[src/sfr_pkg.sv]
// Shared constants, commands and carriers of the multi-I/O read front end
package sfr_pkg;

    // Read command opcodes
    localparam logic [7:0] OP_DUAL_OUTPUT_READ = 8'h3B;
    localparam logic [7:0] OP_DUAL_OUTPUT_READ_WIDE_ADDR = 8'h3C;
    localparam logic [7:0] OP_QUAD_OUTPUT_READ = 8'h6B;
    localparam logic [7:0] OP_QUAD_OUTPUT_READ_WIDE_ADDR = 8'h6C;
    localparam logic [7:0] OP_DUAL_IO_READ = 8'hBB;
    localparam logic [7:0] OP_DUAL_IO_READ_WIDE_ADDR = 8'hBC;

    // Phase lengths in SCK rising edges
    localparam logic [5:0] OPCODE_BITS = 6'h08;
    localparam logic [5:0] ADDR3_BITS = 6'h18;
    localparam logic [5:0] ADDR4_BITS = 6'h20;
    localparam logic [5:0] MODE_RISES = 6'h04;
    localparam logic [3:0] CONT_ABORT_RISES = 4'h8;
    localparam logic [3:0] RISE_SAT = 4'hF;

    // Upper nibble of the mode byte that keeps continuous mode
    localparam logic [3:0] MODE_KEEP_NIBBLE = 4'hA;

    // Dummy counts per latency code, one nibble per code, code 0 in the low nibble
    localparam logic [15:0] DMY_OUT_TBL = 16'h0888;
    localparam logic [15:0] DMY_DIO_STD_TBL = 16'h0444;
    localparam logic [15:0] DMY_DIO_ENH_TBL = 16'h0654;

    // Data slots per byte on the falling edges
    localparam logic [1:0] SLOT_LAST_DUAL = 2'h3;
    localparam logic [1:0] SLOT_LAST_QUAD = 2'h1;

    // Output enable patterns
    localparam logic [3:0] OE_NONE = 4'h0;
    localparam logic [3:0] OE_DUAL = 4'h3;
    localparam logic [3:0] OE_QUAD = 4'hF;

    // Buffer geometry
    localparam int BUF_DEPTH = 2;
    localparam int BUF_WIDTH = 8;
    localparam logic [1:0] BUF_FULL = 2'h2;
    localparam logic [1:0] FETCH_LIMIT = 2'h2;

    // Configuration carried in from the register side
    typedef struct packed {
        logic extended_address_enable;
        logic quad_enable;
        logic [1:0] latency_code;
        logic enhanced_latency_table;
    } sfr_cfg_t;

    // Frame state, one-hot
    typedef enum logic [6:0] {
        ST_IDLE = 7'b0000001,
        ST_OPCODE = 7'b0000010,
        ST_ADDR = 7'b0000100,
        ST_MODE = 7'b0001000,
        ST_DUMMY = 7'b0010000,
        ST_DATA = 7'b0100000,
        ST_IGNORE = 7'b1000000
    } sfr_state_t;

endpackage

[src/sfr_read_front.sv]
// Multi-I/O read command front end of a serial flash, sampled on the system clock
// Behaviour
// - 3Bh takes 3 or 4 address bytes per extended_address_enable; 3Ch always 4.
// - Dual output read returns two bits per SCK falling edge on IO1 and IO0.
// - Dual output read waits zero or eight dummy cycles, chosen by latency_code.
// - Input lines are ignored during dummy cycles.
// - Reads start at any byte, address increments per byte and wraps to zero; the code wraps only past 32 bits, so 3-byte reads run on into bit 24.
// - 6Bh takes 3 or 4 address bytes per extended_address_enable; 6Ch always 4.
// - Quad output read returns one nibble per SCK falling edge on IO3-IO0.
// - Quad output read works only while quad_enable is one.
// - Quad output read inserts zero or eight dummy cycles per latency_code, inputs ignored meanwhile.
// - BBh takes 3 or 4 address bytes per extended_address_enable; BCh always 4.
// - Dual I/O read address arrives two bits per SCK rising edge.
// - Standard latency table: dual I/O read is opcode, address, latency only.
// - Enhanced latency table: opcode, address, four mode cycles, then latency.
// - Mode byte Axh makes the next frame a dual I/O read without opcode.
// - Only the mode byte upper nibble matters; the lower nibble is ignored.
// - Other mode values leave continuous mode at the next chip select rise.
// - A frame of eight or fewer clocks without valid sequence leaves continuous mode.
// - Dual I/O dummy count comes from latency_code of configuration_register_one.
// - extended_address_enable makes the 3-byte opcodes take a 4-byte address.
// - Every opcode arrives one bit per rising edge on IO0.
// - Chip select rising during data ends the read and releases the outputs.
// - Dummy cycles count falling to falling; zero means data on the first fall.
`timescale 1ns/1ps
`default_nettype none
module sfr_read_front
    import sfr_pkg::*;
(
    input wire logic clk, // System clock, 100 MHz
    input wire logic sys_rst, // Async reset, active high
    input wire logic sck, // Serial clock pin from the host
    input wire logic cs_n, // Chip select pin, active low
    input wire logic [3:0] io_in, // IO3..IO0 pin levels
    output logic [3:0] io_out, // IO3..IO0 drive values
    output logic [3:0] io_oe, // IO3..IO0 drive enables, high drives
    input wire sfr_cfg_t cfg, // Configuration bits, system clock domain
    output logic mem_req_valid, // Array fetch request valid
    output logic [31:0] mem_req_addr, // Array fetch byte address
    input wire logic mem_req_ready, // Array accepts the request
    input wire logic mem_rsp_valid, // Array byte valid, in request order
    input wire logic [7:0] mem_rsp_data, // Array byte
    output logic mem_rsp_ready, // Buffer can take a byte
    output logic continuous_mode // Next frame starts with the address
);

    // Pin synchronisers: stage one feeds stage two only, stage three finds edges
    logic [5:0] pin_s1_ff;
    logic [5:0] pin_s2_ff;
    logic [1:0] pin_s3_ff;

    always_ff @(posedge clk or posedge sys_rst)
    begin
        if (sys_rst)
        begin
            pin_s1_ff <= 6'h20;
            pin_s2_ff <= 6'h20;
            pin_s3_ff <= 2'h2;
        end
        else
        begin
            pin_s1_ff <= {cs_n, sck, io_in};
            pin_s2_ff <= pin_s1_ff;
            pin_s3_ff <= pin_s2_ff[5:4];
        end
    end

    wire cs_s = pin_s2_ff[5];
    wire sck_s = pin_s2_ff[4];
    wire [3:0] io_s = pin_s2_ff[3:0];
    wire sck_rise = sck_s & ~pin_s3_ff[0];
    wire sck_fall = ~sck_s & pin_s3_ff[0];
    wire cs_rise = cs_s & ~pin_s3_ff[1];
    wire cs_fall = ~cs_s & pin_s3_ff[1];

    // Frame state
    sfr_state_t state_ff, nxt_state;
    logic [5:0] cnt_ff, nxt_cnt;
    logic [31:0] sh_ff, nxt_sh;
    logic [7:0] mode_sh_ff, nxt_mode_sh;
    logic mode_keep_ff, nxt_mode_keep;
    logic mode_done_ff, nxt_mode_done;
    logic cont_ff, nxt_cont;
    logic [3:0] rise_tot_ff, nxt_rise_tot;
    logic dio_ff, nxt_dio;
    logic quad_ff, nxt_quad;
    logic addr4_ff, nxt_addr4;
    logic enh_ff, nxt_enh;
    logic [3:0] dummy_n_ff, nxt_dummy_n;
    logic [3:0] fall_cnt_ff, nxt_fall_cnt;
    logic [7:0] out_sh_ff, nxt_out_sh;
    logic [1:0] slot_ff, nxt_slot;
    logic [3:0] io_out_ff, nxt_io_out;
    logic [3:0] io_oe_ff, nxt_io_oe;
    logic addr_done;
    logic pop;

    // Opcode decode on the eighth rising edge
    wire [7:0] opcode = {sh_ff[6:0], io_s[0]};
    wire op_dout = (opcode == OP_DUAL_OUTPUT_READ) || (opcode == OP_DUAL_OUTPUT_READ_WIDE_ADDR);
    wire op_qout = (opcode == OP_QUAD_OUTPUT_READ) || (opcode == OP_QUAD_OUTPUT_READ_WIDE_ADDR);
    wire op_dio = (opcode == OP_DUAL_IO_READ) || (opcode == OP_DUAL_IO_READ_WIDE_ADDR);
    wire op_wide = (opcode == OP_DUAL_OUTPUT_READ_WIDE_ADDR) || (opcode == OP_QUAD_OUTPUT_READ_WIDE_ADDR)
        || (opcode == OP_DUAL_IO_READ_WIDE_ADDR);
    wire op_addr4 = op_wide | cfg.extended_address_enable;
    wire op_quad_blocked = op_qout & ~cfg.quad_enable;

    // Dummy count selection from the latency code
    wire [3:0] lat_pos = {cfg.latency_code, 2'b00};
    wire [3:0] dmy_out = DMY_OUT_TBL[lat_pos +: 4];
    wire [3:0] dmy_dio = cfg.enhanced_latency_table ? DMY_DIO_ENH_TBL[lat_pos +: 4]
        : DMY_DIO_STD_TBL[lat_pos +: 4];

    // Address phase length in rising edges
    wire [5:0] addr_bits = addr4_ff ? ADDR4_BITS : ADDR3_BITS;
    wire [5:0] addr_rises = dio_ff ? {1'b0, addr_bits[5:1]} : addr_bits;
    wire addr_last = cnt_ff == 6'(addr_rises - 6'h01);
    wire [31:0] addr_shift = dio_ff ? {sh_ff[29:0], io_s[1], io_s[0]} : {sh_ff[30:0], io_s[0]};
    wire [31:0] addr_cap = addr4_ff ? addr_shift : {8'h00, addr_shift[23:0]};
    wire [7:0] mode_shift = {mode_sh_ff[5:0], io_s[1], io_s[0]};
    wire short_frame = rise_tot_ff <= CONT_ABORT_RISES;

    // Outgoing byte source and slot handling
    wire [7:0] buf_data;
    wire buf_valid;
    wire [7:0] load_byte = buf_valid ? buf_data : 8'h00;
    wire [1:0] slot_last = quad_ff ? SLOT_LAST_QUAD : SLOT_LAST_DUAL;
    wire [7:0] shifted_byte = quad_ff ? {out_sh_ff[3:0], 4'h0} : {out_sh_ff[5:0], 2'b00};

    always_comb
    begin
        nxt_state = state_ff;
        nxt_cnt = cnt_ff;
        nxt_sh = sh_ff;
        nxt_mode_sh = mode_sh_ff;
        nxt_mode_keep = mode_keep_ff;
        nxt_mode_done = mode_done_ff;
        nxt_cont = cont_ff;
        nxt_rise_tot = rise_tot_ff;
        nxt_dio = dio_ff;
        nxt_quad = quad_ff;
        nxt_addr4 = addr4_ff;
        nxt_enh = enh_ff;
        nxt_dummy_n = dummy_n_ff;
        nxt_fall_cnt = fall_cnt_ff;
        nxt_out_sh = out_sh_ff;
        nxt_slot = slot_ff;
        nxt_io_out = io_out_ff;
        nxt_io_oe = io_oe_ff;
        addr_done = 1'b0;
        pop = 1'b0;
        if (cs_rise)
        begin
            nxt_state = ST_IDLE;
            nxt_io_oe = OE_NONE;
            if (mode_done_ff)
            begin
                nxt_cont = mode_keep_ff;
            end
            else if (cont_ff && (short_frame || state_ff == ST_MODE))
            begin
                nxt_cont = 1'b0;
            end
        end
        else if (cs_fall)
        begin
            nxt_cnt = 6'h00;
            nxt_sh = 32'h0000_0000;
            nxt_rise_tot = 4'h0;
            nxt_mode_done = 1'b0;
            nxt_mode_keep = 1'b0;
            nxt_io_oe = OE_NONE;
            if (cont_ff)
            begin
                // Continuous frame: same dual I/O read, opcode skipped
                nxt_state = ST_ADDR;
                nxt_dio = 1'b1;
                nxt_quad = 1'b0;
                nxt_enh = 1'b1;
                nxt_dummy_n = dmy_dio;
            end
            else
            begin
                nxt_state = ST_OPCODE;
            end
        end
        else if (!cs_s && sck_rise)
        begin
            nxt_rise_tot = (rise_tot_ff == RISE_SAT) ? RISE_SAT : 4'(rise_tot_ff + 4'h1);
            unique case (state_ff)
                ST_OPCODE:
                begin
                    nxt_sh = {sh_ff[30:0], io_s[0]};
                    nxt_cnt = 6'(cnt_ff + 6'h01);
                    if (cnt_ff == 6'(OPCODE_BITS - 6'h01))
                    begin
                        nxt_cnt = 6'h00;
                        nxt_sh = 32'h0000_0000;
                        nxt_dio = op_dio;
                        nxt_quad = op_qout;
                        nxt_addr4 = op_addr4;
                        nxt_enh = op_dio & cfg.enhanced_latency_table;
                        nxt_dummy_n = op_dio ? dmy_dio : dmy_out;
                        nxt_state = ((op_dout || op_qout || op_dio) && !op_quad_blocked) ? ST_ADDR : ST_IGNORE;
                    end
                end
                ST_ADDR:
                begin
                    nxt_sh = addr_shift;
                    nxt_cnt = 6'(cnt_ff + 6'h01);
                    if (addr_last)
                    begin
                        addr_done = 1'b1;
                        nxt_cnt = 6'h00;
                        nxt_fall_cnt = 4'h0;
                        nxt_state = enh_ff ? ST_MODE : ST_DUMMY;
                    end
                end
                ST_MODE:
                begin
                    nxt_mode_sh = mode_shift;
                    nxt_cnt = 6'(cnt_ff + 6'h01);
                    if (cnt_ff == 6'(MODE_RISES - 6'h01))
                    begin
                        nxt_mode_keep = mode_shift[7:4] == MODE_KEEP_NIBBLE;
                        nxt_mode_done = 1'b1;
                        nxt_fall_cnt = 4'h0;
                        nxt_state = ST_DUMMY;
                    end
                end
                default:
                begin
                    // Dummy, data, idle and ignored frames sample nothing
                    nxt_cnt = cnt_ff;
                end
            endcase
        end
        else if (!cs_s && sck_fall)
        begin
            if (state_ff == ST_DUMMY)
            begin
                if (fall_cnt_ff == dummy_n_ff)
                begin
                    // First data on the fall that closes the last dummy cycle
                    nxt_state = ST_DATA;
                    pop = buf_valid;
                    nxt_out_sh = load_byte;
                    nxt_slot = 2'h0;
                    nxt_io_oe = quad_ff ? OE_QUAD : OE_DUAL;
                    nxt_io_out = quad_ff ? load_byte[7:4] : {2'b00, load_byte[7:6]};
                end
                else
                begin
                    nxt_fall_cnt = 4'(fall_cnt_ff + 4'h1);
                end
            end
            else if (state_ff == ST_DATA)
            begin
                if (slot_ff == slot_last)
                begin
                    pop = buf_valid;
                    nxt_out_sh = load_byte;
                    nxt_slot = 2'h0;
                    nxt_io_out = quad_ff ? load_byte[7:4] : {2'b00, load_byte[7:6]};
                end
                else
                begin
                    nxt_out_sh = shifted_byte;
                    nxt_slot = 2'(slot_ff + 2'h1);
                    nxt_io_out = quad_ff ? shifted_byte[7:4] : {2'b00, shifted_byte[7:6]};
                end
            end
        end
    end

    always_ff @(posedge clk or posedge sys_rst)
    begin
        if (sys_rst)
        begin
            state_ff <= ST_IDLE;
            cnt_ff <= 6'h00;
            sh_ff <= 32'h0000_0000;
            mode_sh_ff <= 8'h00;
            mode_keep_ff <= 1'b0;
            mode_done_ff <= 1'b0;
            cont_ff <= 1'b0;
            rise_tot_ff <= 4'h0;
            dio_ff <= 1'b0;
            quad_ff <= 1'b0;
            addr4_ff <= 1'b0;
            enh_ff <= 1'b0;
            dummy_n_ff <= 4'h0;
            fall_cnt_ff <= 4'h0;
            out_sh_ff <= 8'h00;
            slot_ff <= 2'h0;
            io_out_ff <= 4'h0;
            io_oe_ff <= OE_NONE;
        end
        else
        begin
            state_ff <= nxt_state;
            cnt_ff <= nxt_cnt;
            sh_ff <= nxt_sh;
            mode_sh_ff <= nxt_mode_sh;
            mode_keep_ff <= nxt_mode_keep;
            mode_done_ff <= nxt_mode_done;
            cont_ff <= nxt_cont;
            rise_tot_ff <= nxt_rise_tot;
            dio_ff <= nxt_dio;
            quad_ff <= nxt_quad;
            addr4_ff <= nxt_addr4;
            enh_ff <= nxt_enh;
            dummy_n_ff <= nxt_dummy_n;
            fall_cnt_ff <= nxt_fall_cnt;
            out_sh_ff <= nxt_out_sh;
            slot_ff <= nxt_slot;
            io_out_ff <= nxt_io_out;
            io_oe_ff <= nxt_io_oe;
        end
    end

    // Array prefetch: keeps the buffer topped up, stale bytes of a closed frame are dropped
    logic fetch_on_ff;
    logic [31:0] fetch_addr_ff;
    logic req_valid_ff;
    logic [31:0] req_addr_ff;
    logic req_stale_ff;
    logic [1:0] outst_ff;
    logic [1:0] drop_ff;
    wire [1:0] buf_level;
    wire buf_in_ready;
    wire req_take = req_valid_ff & mem_req_ready;
    wire rsp_take = mem_rsp_valid & buf_in_ready;
    wire rsp_drop = rsp_take & (drop_ff != 2'h0);
    wire [1:0] nxt_outst = 2'(outst_ff + {1'b0, req_take} - {1'b0, rsp_take});
    wire [2:0] live = 3'({1'b0, buf_level} + {1'b0, outst_ff} - {1'b0, drop_ff});
    wire issue = fetch_on_ff & ~req_valid_ff & ~cs_rise & (live < {1'b0, FETCH_LIMIT});
    wire [1:0] nxt_drop = cs_rise ? nxt_outst
        : 2'(drop_ff - {1'b0, rsp_drop} + {1'b0, req_take & req_stale_ff});

    always_ff @(posedge clk or posedge sys_rst)
    begin
        if (sys_rst)
        begin
            fetch_on_ff <= 1'b0;
            fetch_addr_ff <= 32'h0000_0000;
            req_valid_ff <= 1'b0;
            req_addr_ff <= 32'h0000_0000;
            req_stale_ff <= 1'b0;
            outst_ff <= 2'h0;
            drop_ff <= 2'h0;
        end
        else
        begin
            outst_ff <= nxt_outst;
            drop_ff <= nxt_drop;
            if (cs_rise)
            begin
                fetch_on_ff <= 1'b0;
            end
            else if (addr_done)
            begin
                fetch_on_ff <= 1'b1;
                fetch_addr_ff <= addr_cap;
            end
            else if (issue)
            begin
                fetch_addr_ff <= 32'(fetch_addr_ff + 32'h0000_0001);
            end
            if (issue && !addr_done)
            begin
                req_valid_ff <= 1'b1;
                req_addr_ff <= fetch_addr_ff;
                req_stale_ff <= 1'b0;
            end
            else if (req_take)
            begin
                req_valid_ff <= 1'b0;
            end
            if (cs_rise && req_valid_ff && !req_take)
            begin
                req_stale_ff <= 1'b1;
            end
        end
    end

    sfr_pair_buf u_buf (
        .clk(clk),
        .sys_rst(sys_rst),
        .flush(cs_rise),
        .in_valid(mem_rsp_valid && drop_ff == 2'h0),
        .in_data(mem_rsp_data),
        .in_ready(buf_in_ready),
        .out_valid(buf_valid),
        .out_data(buf_data),
        .out_ready(pop),
        .level(buf_level)
    );

    assign io_out = io_out_ff;
    assign io_oe = io_oe_ff;
    assign mem_req_valid = req_valid_ff;
    assign mem_req_addr = req_addr_ff;
    assign mem_rsp_ready = buf_in_ready;
    assign continuous_mode = cont_ff;

endmodule
`default_nettype wire

[src/sfr_pair_buf.sv]
// Two-entry byte buffer between the array fetch and the output shifter
`timescale 1ns/1ps
`default_nettype none
module sfr_pair_buf
    import sfr_pkg::*;
(
    input wire logic clk, // System clock
    input wire logic sys_rst, // Async reset, active high
    input wire logic flush, // Drop all entries
    input wire logic in_valid, // Write side valid
    input wire logic [BUF_WIDTH-1:0] in_data, // Write side byte
    output logic in_ready, // Write side ready, registered
    output logic out_valid, // Read side valid
    output logic [BUF_WIDTH-1:0] out_data, // Read side byte
    input wire logic out_ready, // Read side pop
    output logic [1:0] level // Entries held
);

    logic [BUF_WIDTH-1:0] mem_ff [BUF_DEPTH];
    logic wr_ptr_ff;
    logic rd_ptr_ff;
    logic [1:0] cnt_ff;
    logic in_ready_ff;
    wire push = in_valid & in_ready_ff;
    wire pop = out_ready & (cnt_ff != 2'h0);
    wire [1:0] nxt_cnt = flush ? 2'h0 : 2'(cnt_ff + {1'b0, push} - {1'b0, pop});

    assign in_ready = in_ready_ff;
    assign out_valid = cnt_ff != 2'h0;
    assign out_data = mem_ff[rd_ptr_ff];
    assign level = cnt_ff;

    always_ff @(posedge clk or posedge sys_rst)
    begin
        if (sys_rst)
        begin
            wr_ptr_ff <= 1'b0;
            rd_ptr_ff <= 1'b0;
            cnt_ff <= 2'h0;
            in_ready_ff <= 1'b0;
        end
        else
        begin
            wr_ptr_ff <= flush ? 1'b0 : wr_ptr_ff ^ push;
            rd_ptr_ff <= flush ? 1'b0 : rd_ptr_ff ^ pop;
            cnt_ff <= nxt_cnt;
            in_ready_ff <= nxt_cnt != BUF_FULL;
        end
    end

    always_ff @(posedge clk)
    begin
        if (push && !flush)
        begin
            mem_ff[wr_ptr_ff] <= in_data;
        end
    end

endmodule
`default_nettype wire

[config.mk]
export PLATFORM = sky130hd
export DESIGN_NAME = sfr_read_front
export DESIGN_NICKNAME = d
export VERILOG_FILES = /design/src/sfr_pkg.sv /design/src/sfr_read_front.sv /design/src/sfr_pair_buf.sv
export SDC_FILE = /design/constraint.sdc
export NUM_CORES = 1
export LEC_CHECK = 0
export BUFFER_PORTS_ARGS = -buffer_cell sky130_fd_sc_hd__buf_2
export CAP_MARGIN = 20
export CORE_ASPECT_RATIO = 1.75
export CORE_MARGIN = 3
export CORE_UTILIZATION = 45
export CTS_BUF_LIST = sky130_fd_sc_hd__clkbuf_8
export DETAILED_ROUTE_END_ITERATION = 10
export PLACE_DENSITY = 0.72
export SLEW_MARGIN = 20
export SYNTH_ARGS = -nofsm -noshare
export SYNTH_HDL_FRONTEND = slang
export SYNTH_SLANG_ARGS = --single-unit
[constraint.sdc]
create_clock -name clk -period 10.08 [get_ports clk]
set_clock_uncertainty 0.15 [all_clocks]
set_input_delay 1.512 -clock clk [delete_from_list [all_inputs] [get_ports clk]]
set_output_delay 1.512 -clock clk [all_outputs]
set_load 0.01 [all_outputs]
==> metrics.cfg <==
[power_and_ir_drop]
p_leak_uw=0.00480
netSwitchingFraction=0.279
pwr-share-clk=0.321
p_comb_frac=0.154
seq_power_share=0.525
power_switching_uw=439
powerDensity_mw_per_mm2=152
irDropWorstVdd_mv=0.119
p_int_uw=1130

[synth]
synthXorXnorAreaFrac=0.0352
ys_types=67
synth_top_family_by_area=simple AND/OR/NAND/NOR gates
ys_seq_area_frac=0.499
synthMuxAreaShare=0.127
synthAdderAreaFrac=0.0228
synth_edf_count=16
synth_ff_type=dfrtp_1
synth.cell_area_sq_mm=0.00946
ys_warn_count=0
synth_compound_area_frac=0.125
syn_nets=922
syn_avg_cell_area_sq_um=10.7
synthArstFlopShare=0.914
synth-simple-area-share=0.156
synth-seq-cells=185
netlist_instances=883

[sta]
fin_crit_ns=4.10
slew-limit-headroom=0.381
setup_viol=0
fmax_ghz=0.244
min_period_over_period=0.406
holdWs_ns=0.208
setup_slack_ns=5.98
tightest_slew_ns=0.929
grt_setup_unrepaired=no
maxSlewViolCount=0
timing.final.hold_violations=0
setup_tns_ns=0

[cts]
cts.sink_count=185
cts_tree=done
clk_latency_ns=0.49
cts_hold_buf=0
cts.htree.levels=4
cts-root-buf=clkbuf_8
cts_buffers=17
cts_resized=0
cts.path.max_buffers=2
clkTransAtPathRegs_ns=0.09
post_cts_buffers=0

[floorplanning]
die_w_um=116
io_pins=66
start_util=0.462
die_area_sq_mm=0.0229
fp.dieH_um=198
rows=69
fp.coreArea_sq_mm=0.0205

[grt]
grt_pass1_wl_um=33400
grt_antenna_before_repair=0
grt_max_degree=99
grt_pass1_vias=6773
grt_use_total=0.183
gr-total-overflow=0

[cells_and_area]
drive_above_1_share=0.202
utilization=0.506
final_nets=969
area_delta_synth_final_pct=9.58
antenna_cells=0

[worst_setup_path]
cp-start-kind=register
end_kind=register
critPathKind=register to register
critPathRequiredTime_ns=10.30
crit_fanout=63
worstPathArrival_ns=4.31

[routing]
wl_per_cell_um=16.6
num_vias=6849
routed_wirelength_um=19700
drt-vias-per-instance=5.76
drt_iter0_markers=415
drc=0
ant_nets=0
dr.pass1.iters=5

[placement]
routabilityCongestion=0.896
dp_hpwl_um=13800
dp_slack_ns=5.98
port_buffers=63

[run_status]
status=finished, final reports clean

[run]
maxCapViolations=0

[min_path]
hp-class=register to register

layout by cell type, fill, tap and decap left out, types with 5 or more instances in the layout:
master    count
dfrtp_1     165
buf_2        63
nand2_1      62
o21ai_0      61
mux2_2       58
mux2i_1      46
a21oi_1      45
nor2_1       33
inv_1        30
nor2b_1      28
nand4_1      22
nand3_1      22
a211oi_1     22
xor2_1       21
clkbuf_8     20
a31oi_1      18
nor3_1       18
xnor2_1      17
edfxtp_1     16
ha_1         14
or3_1        11
buf_4        11
nand2b_1      8
nor4_1        7
and3_1        7
o22ai_1       6
mux2_4        6
and4_1        6
nor3b_1       5
o211ai_1      5
area by class of cell:
| cell class | count | area [sq um] |
|---|---|---|
| multi-input cells | 623 | 4430 |
| inverters | 29 | 114 |
| clock buffers | 20 | 275 |
| well taps | 248 | 310 |
| flip-flops and latches | 185 | 4710 |
| clock inverters | 11 | 123 |
| repair buffers | 74 | 398 |
| fillers | 1837 | 10100 |
worst paths after layout:
kind	from	to	slack (ns)	cells past startpoint
max reg2reg	pin_s2_ff[5]	mem_req_addr[1]	5.98	8
min reg2reg	pin_s1_ff[5]	pin_s2_ff[5]	0.21	0
max	pin_s2_ff[5]	mem_req_addr[1]	5.98	8
min in group asynchronous	sys_rst	mem_req_valid	1.04	2
max in group asynchronous	sys_rst	fetch_addr_ff[6]	7.24	3
min	pin_s1_ff[5]	pin_s2_ff[5]	0.21	0
per-stage QoR:
stage / area, sq um / power (uW) / std cells
after detailed placement: 9950 / 1080 / 1159
after CTS: 10400 / 1590 / 1190
after global placement: 9950 / 1070 / 1159
after global routing: 10400 / 1650 / 1190
after floorplan: 9460 / 1020 / 883
final: 10400 / 1570 / 1190
critical path, cell delays in order (launching register included):
cell	delay [ns]
dfstp_2	0.58
inv_1	0.07
ha_1	0.37
nor3_1	0.54
nand3b_1	0.48
or3_2	0.55
buf_4	0.34
nand2_4	0.46
mux2_2	0.39
synthesized netlist by cell type (5+ instances only):
master | n | area share
a211oi_1 | 22 | 0.017
nor2b_1 | 28 | 0.019
o21ai_0 | 62 | 0.033
a31oi_1 | 18 | 0.012
a21oi_1 | 45 | 0.024
nor3b_1 | 6 | 0.0048
clkbuf_1 | 30 | 0.012
mux2_2 | 58 | 0.069
nor2_1 | 33 | 0.013
edfxtp_1 | 16 | 0.051
or3_1 | 12 | 0.0079
xnor2_1 | 17 | 0.016
nand4_1 | 22 | 0.015
nor3_1 | 19 | 0.010
nand3_1 | 22 | 0.012
xor2_1 | 21 | 0.019
mux2_4 | 6 | 0.0095
nand2_1 | 62 | 0.025
buf_2 | 8 | 0.0042
and3_1 | 7 | 0.0046
nand2b_1 | 8 | 0.0053
o22ai_1 | 6 | 0.0040
inv_1 | 29 | 0.012
and4_1 | 6 | 0.0056
nor4_1 | 7 | 0.0046
dfrtp_1 | 165 | 0.44
o211ai_1 | 5 | 0.0040
ha_1 | 14 | 0.019
mux2i_1 | 46 | 0.049
cells by family after synthesis:
logic type                 count (synthesis)
and+or+nand+nor                          267
AOI/OAI and AO/OA                        192
DFF                                      185
muxes                                    110
buffers and inverters                     75
xor gates and xnor gates                  38
adders and majority gates                 16
layer usage:
layer	GRT usage	share of wire	vias up	wire length, um
met2	0.327	0.54	137	10600
met5	0	0	-	0
met4	0.0831	0.036	0	706
li1	-	-	3302	-
met1	0.207	0.40	3368	7860
met3	0.0343	0.030	42	602
power groups by stage:
stage	clock network (uW)	logic (uW)	registers [uW]
after global routing	545	277	832
after floorplan	0	187	832
after global placement	0	234	839
after detailed placement	0	244	840
final	505	242	826
after CTS	516	244	825
flip-flops by register name, summed over array words and instances (netlist names), 6 cells and up:
signal,flops
cnt_ff,6
fetch_addr_ff,32
mem_req_addr,32
mode_sh_ff,6
out_sh_ff,6
sh_ff,31
state_ff,7
u_buf.mem_ff,16
Power figures use the tool's default switching activity.
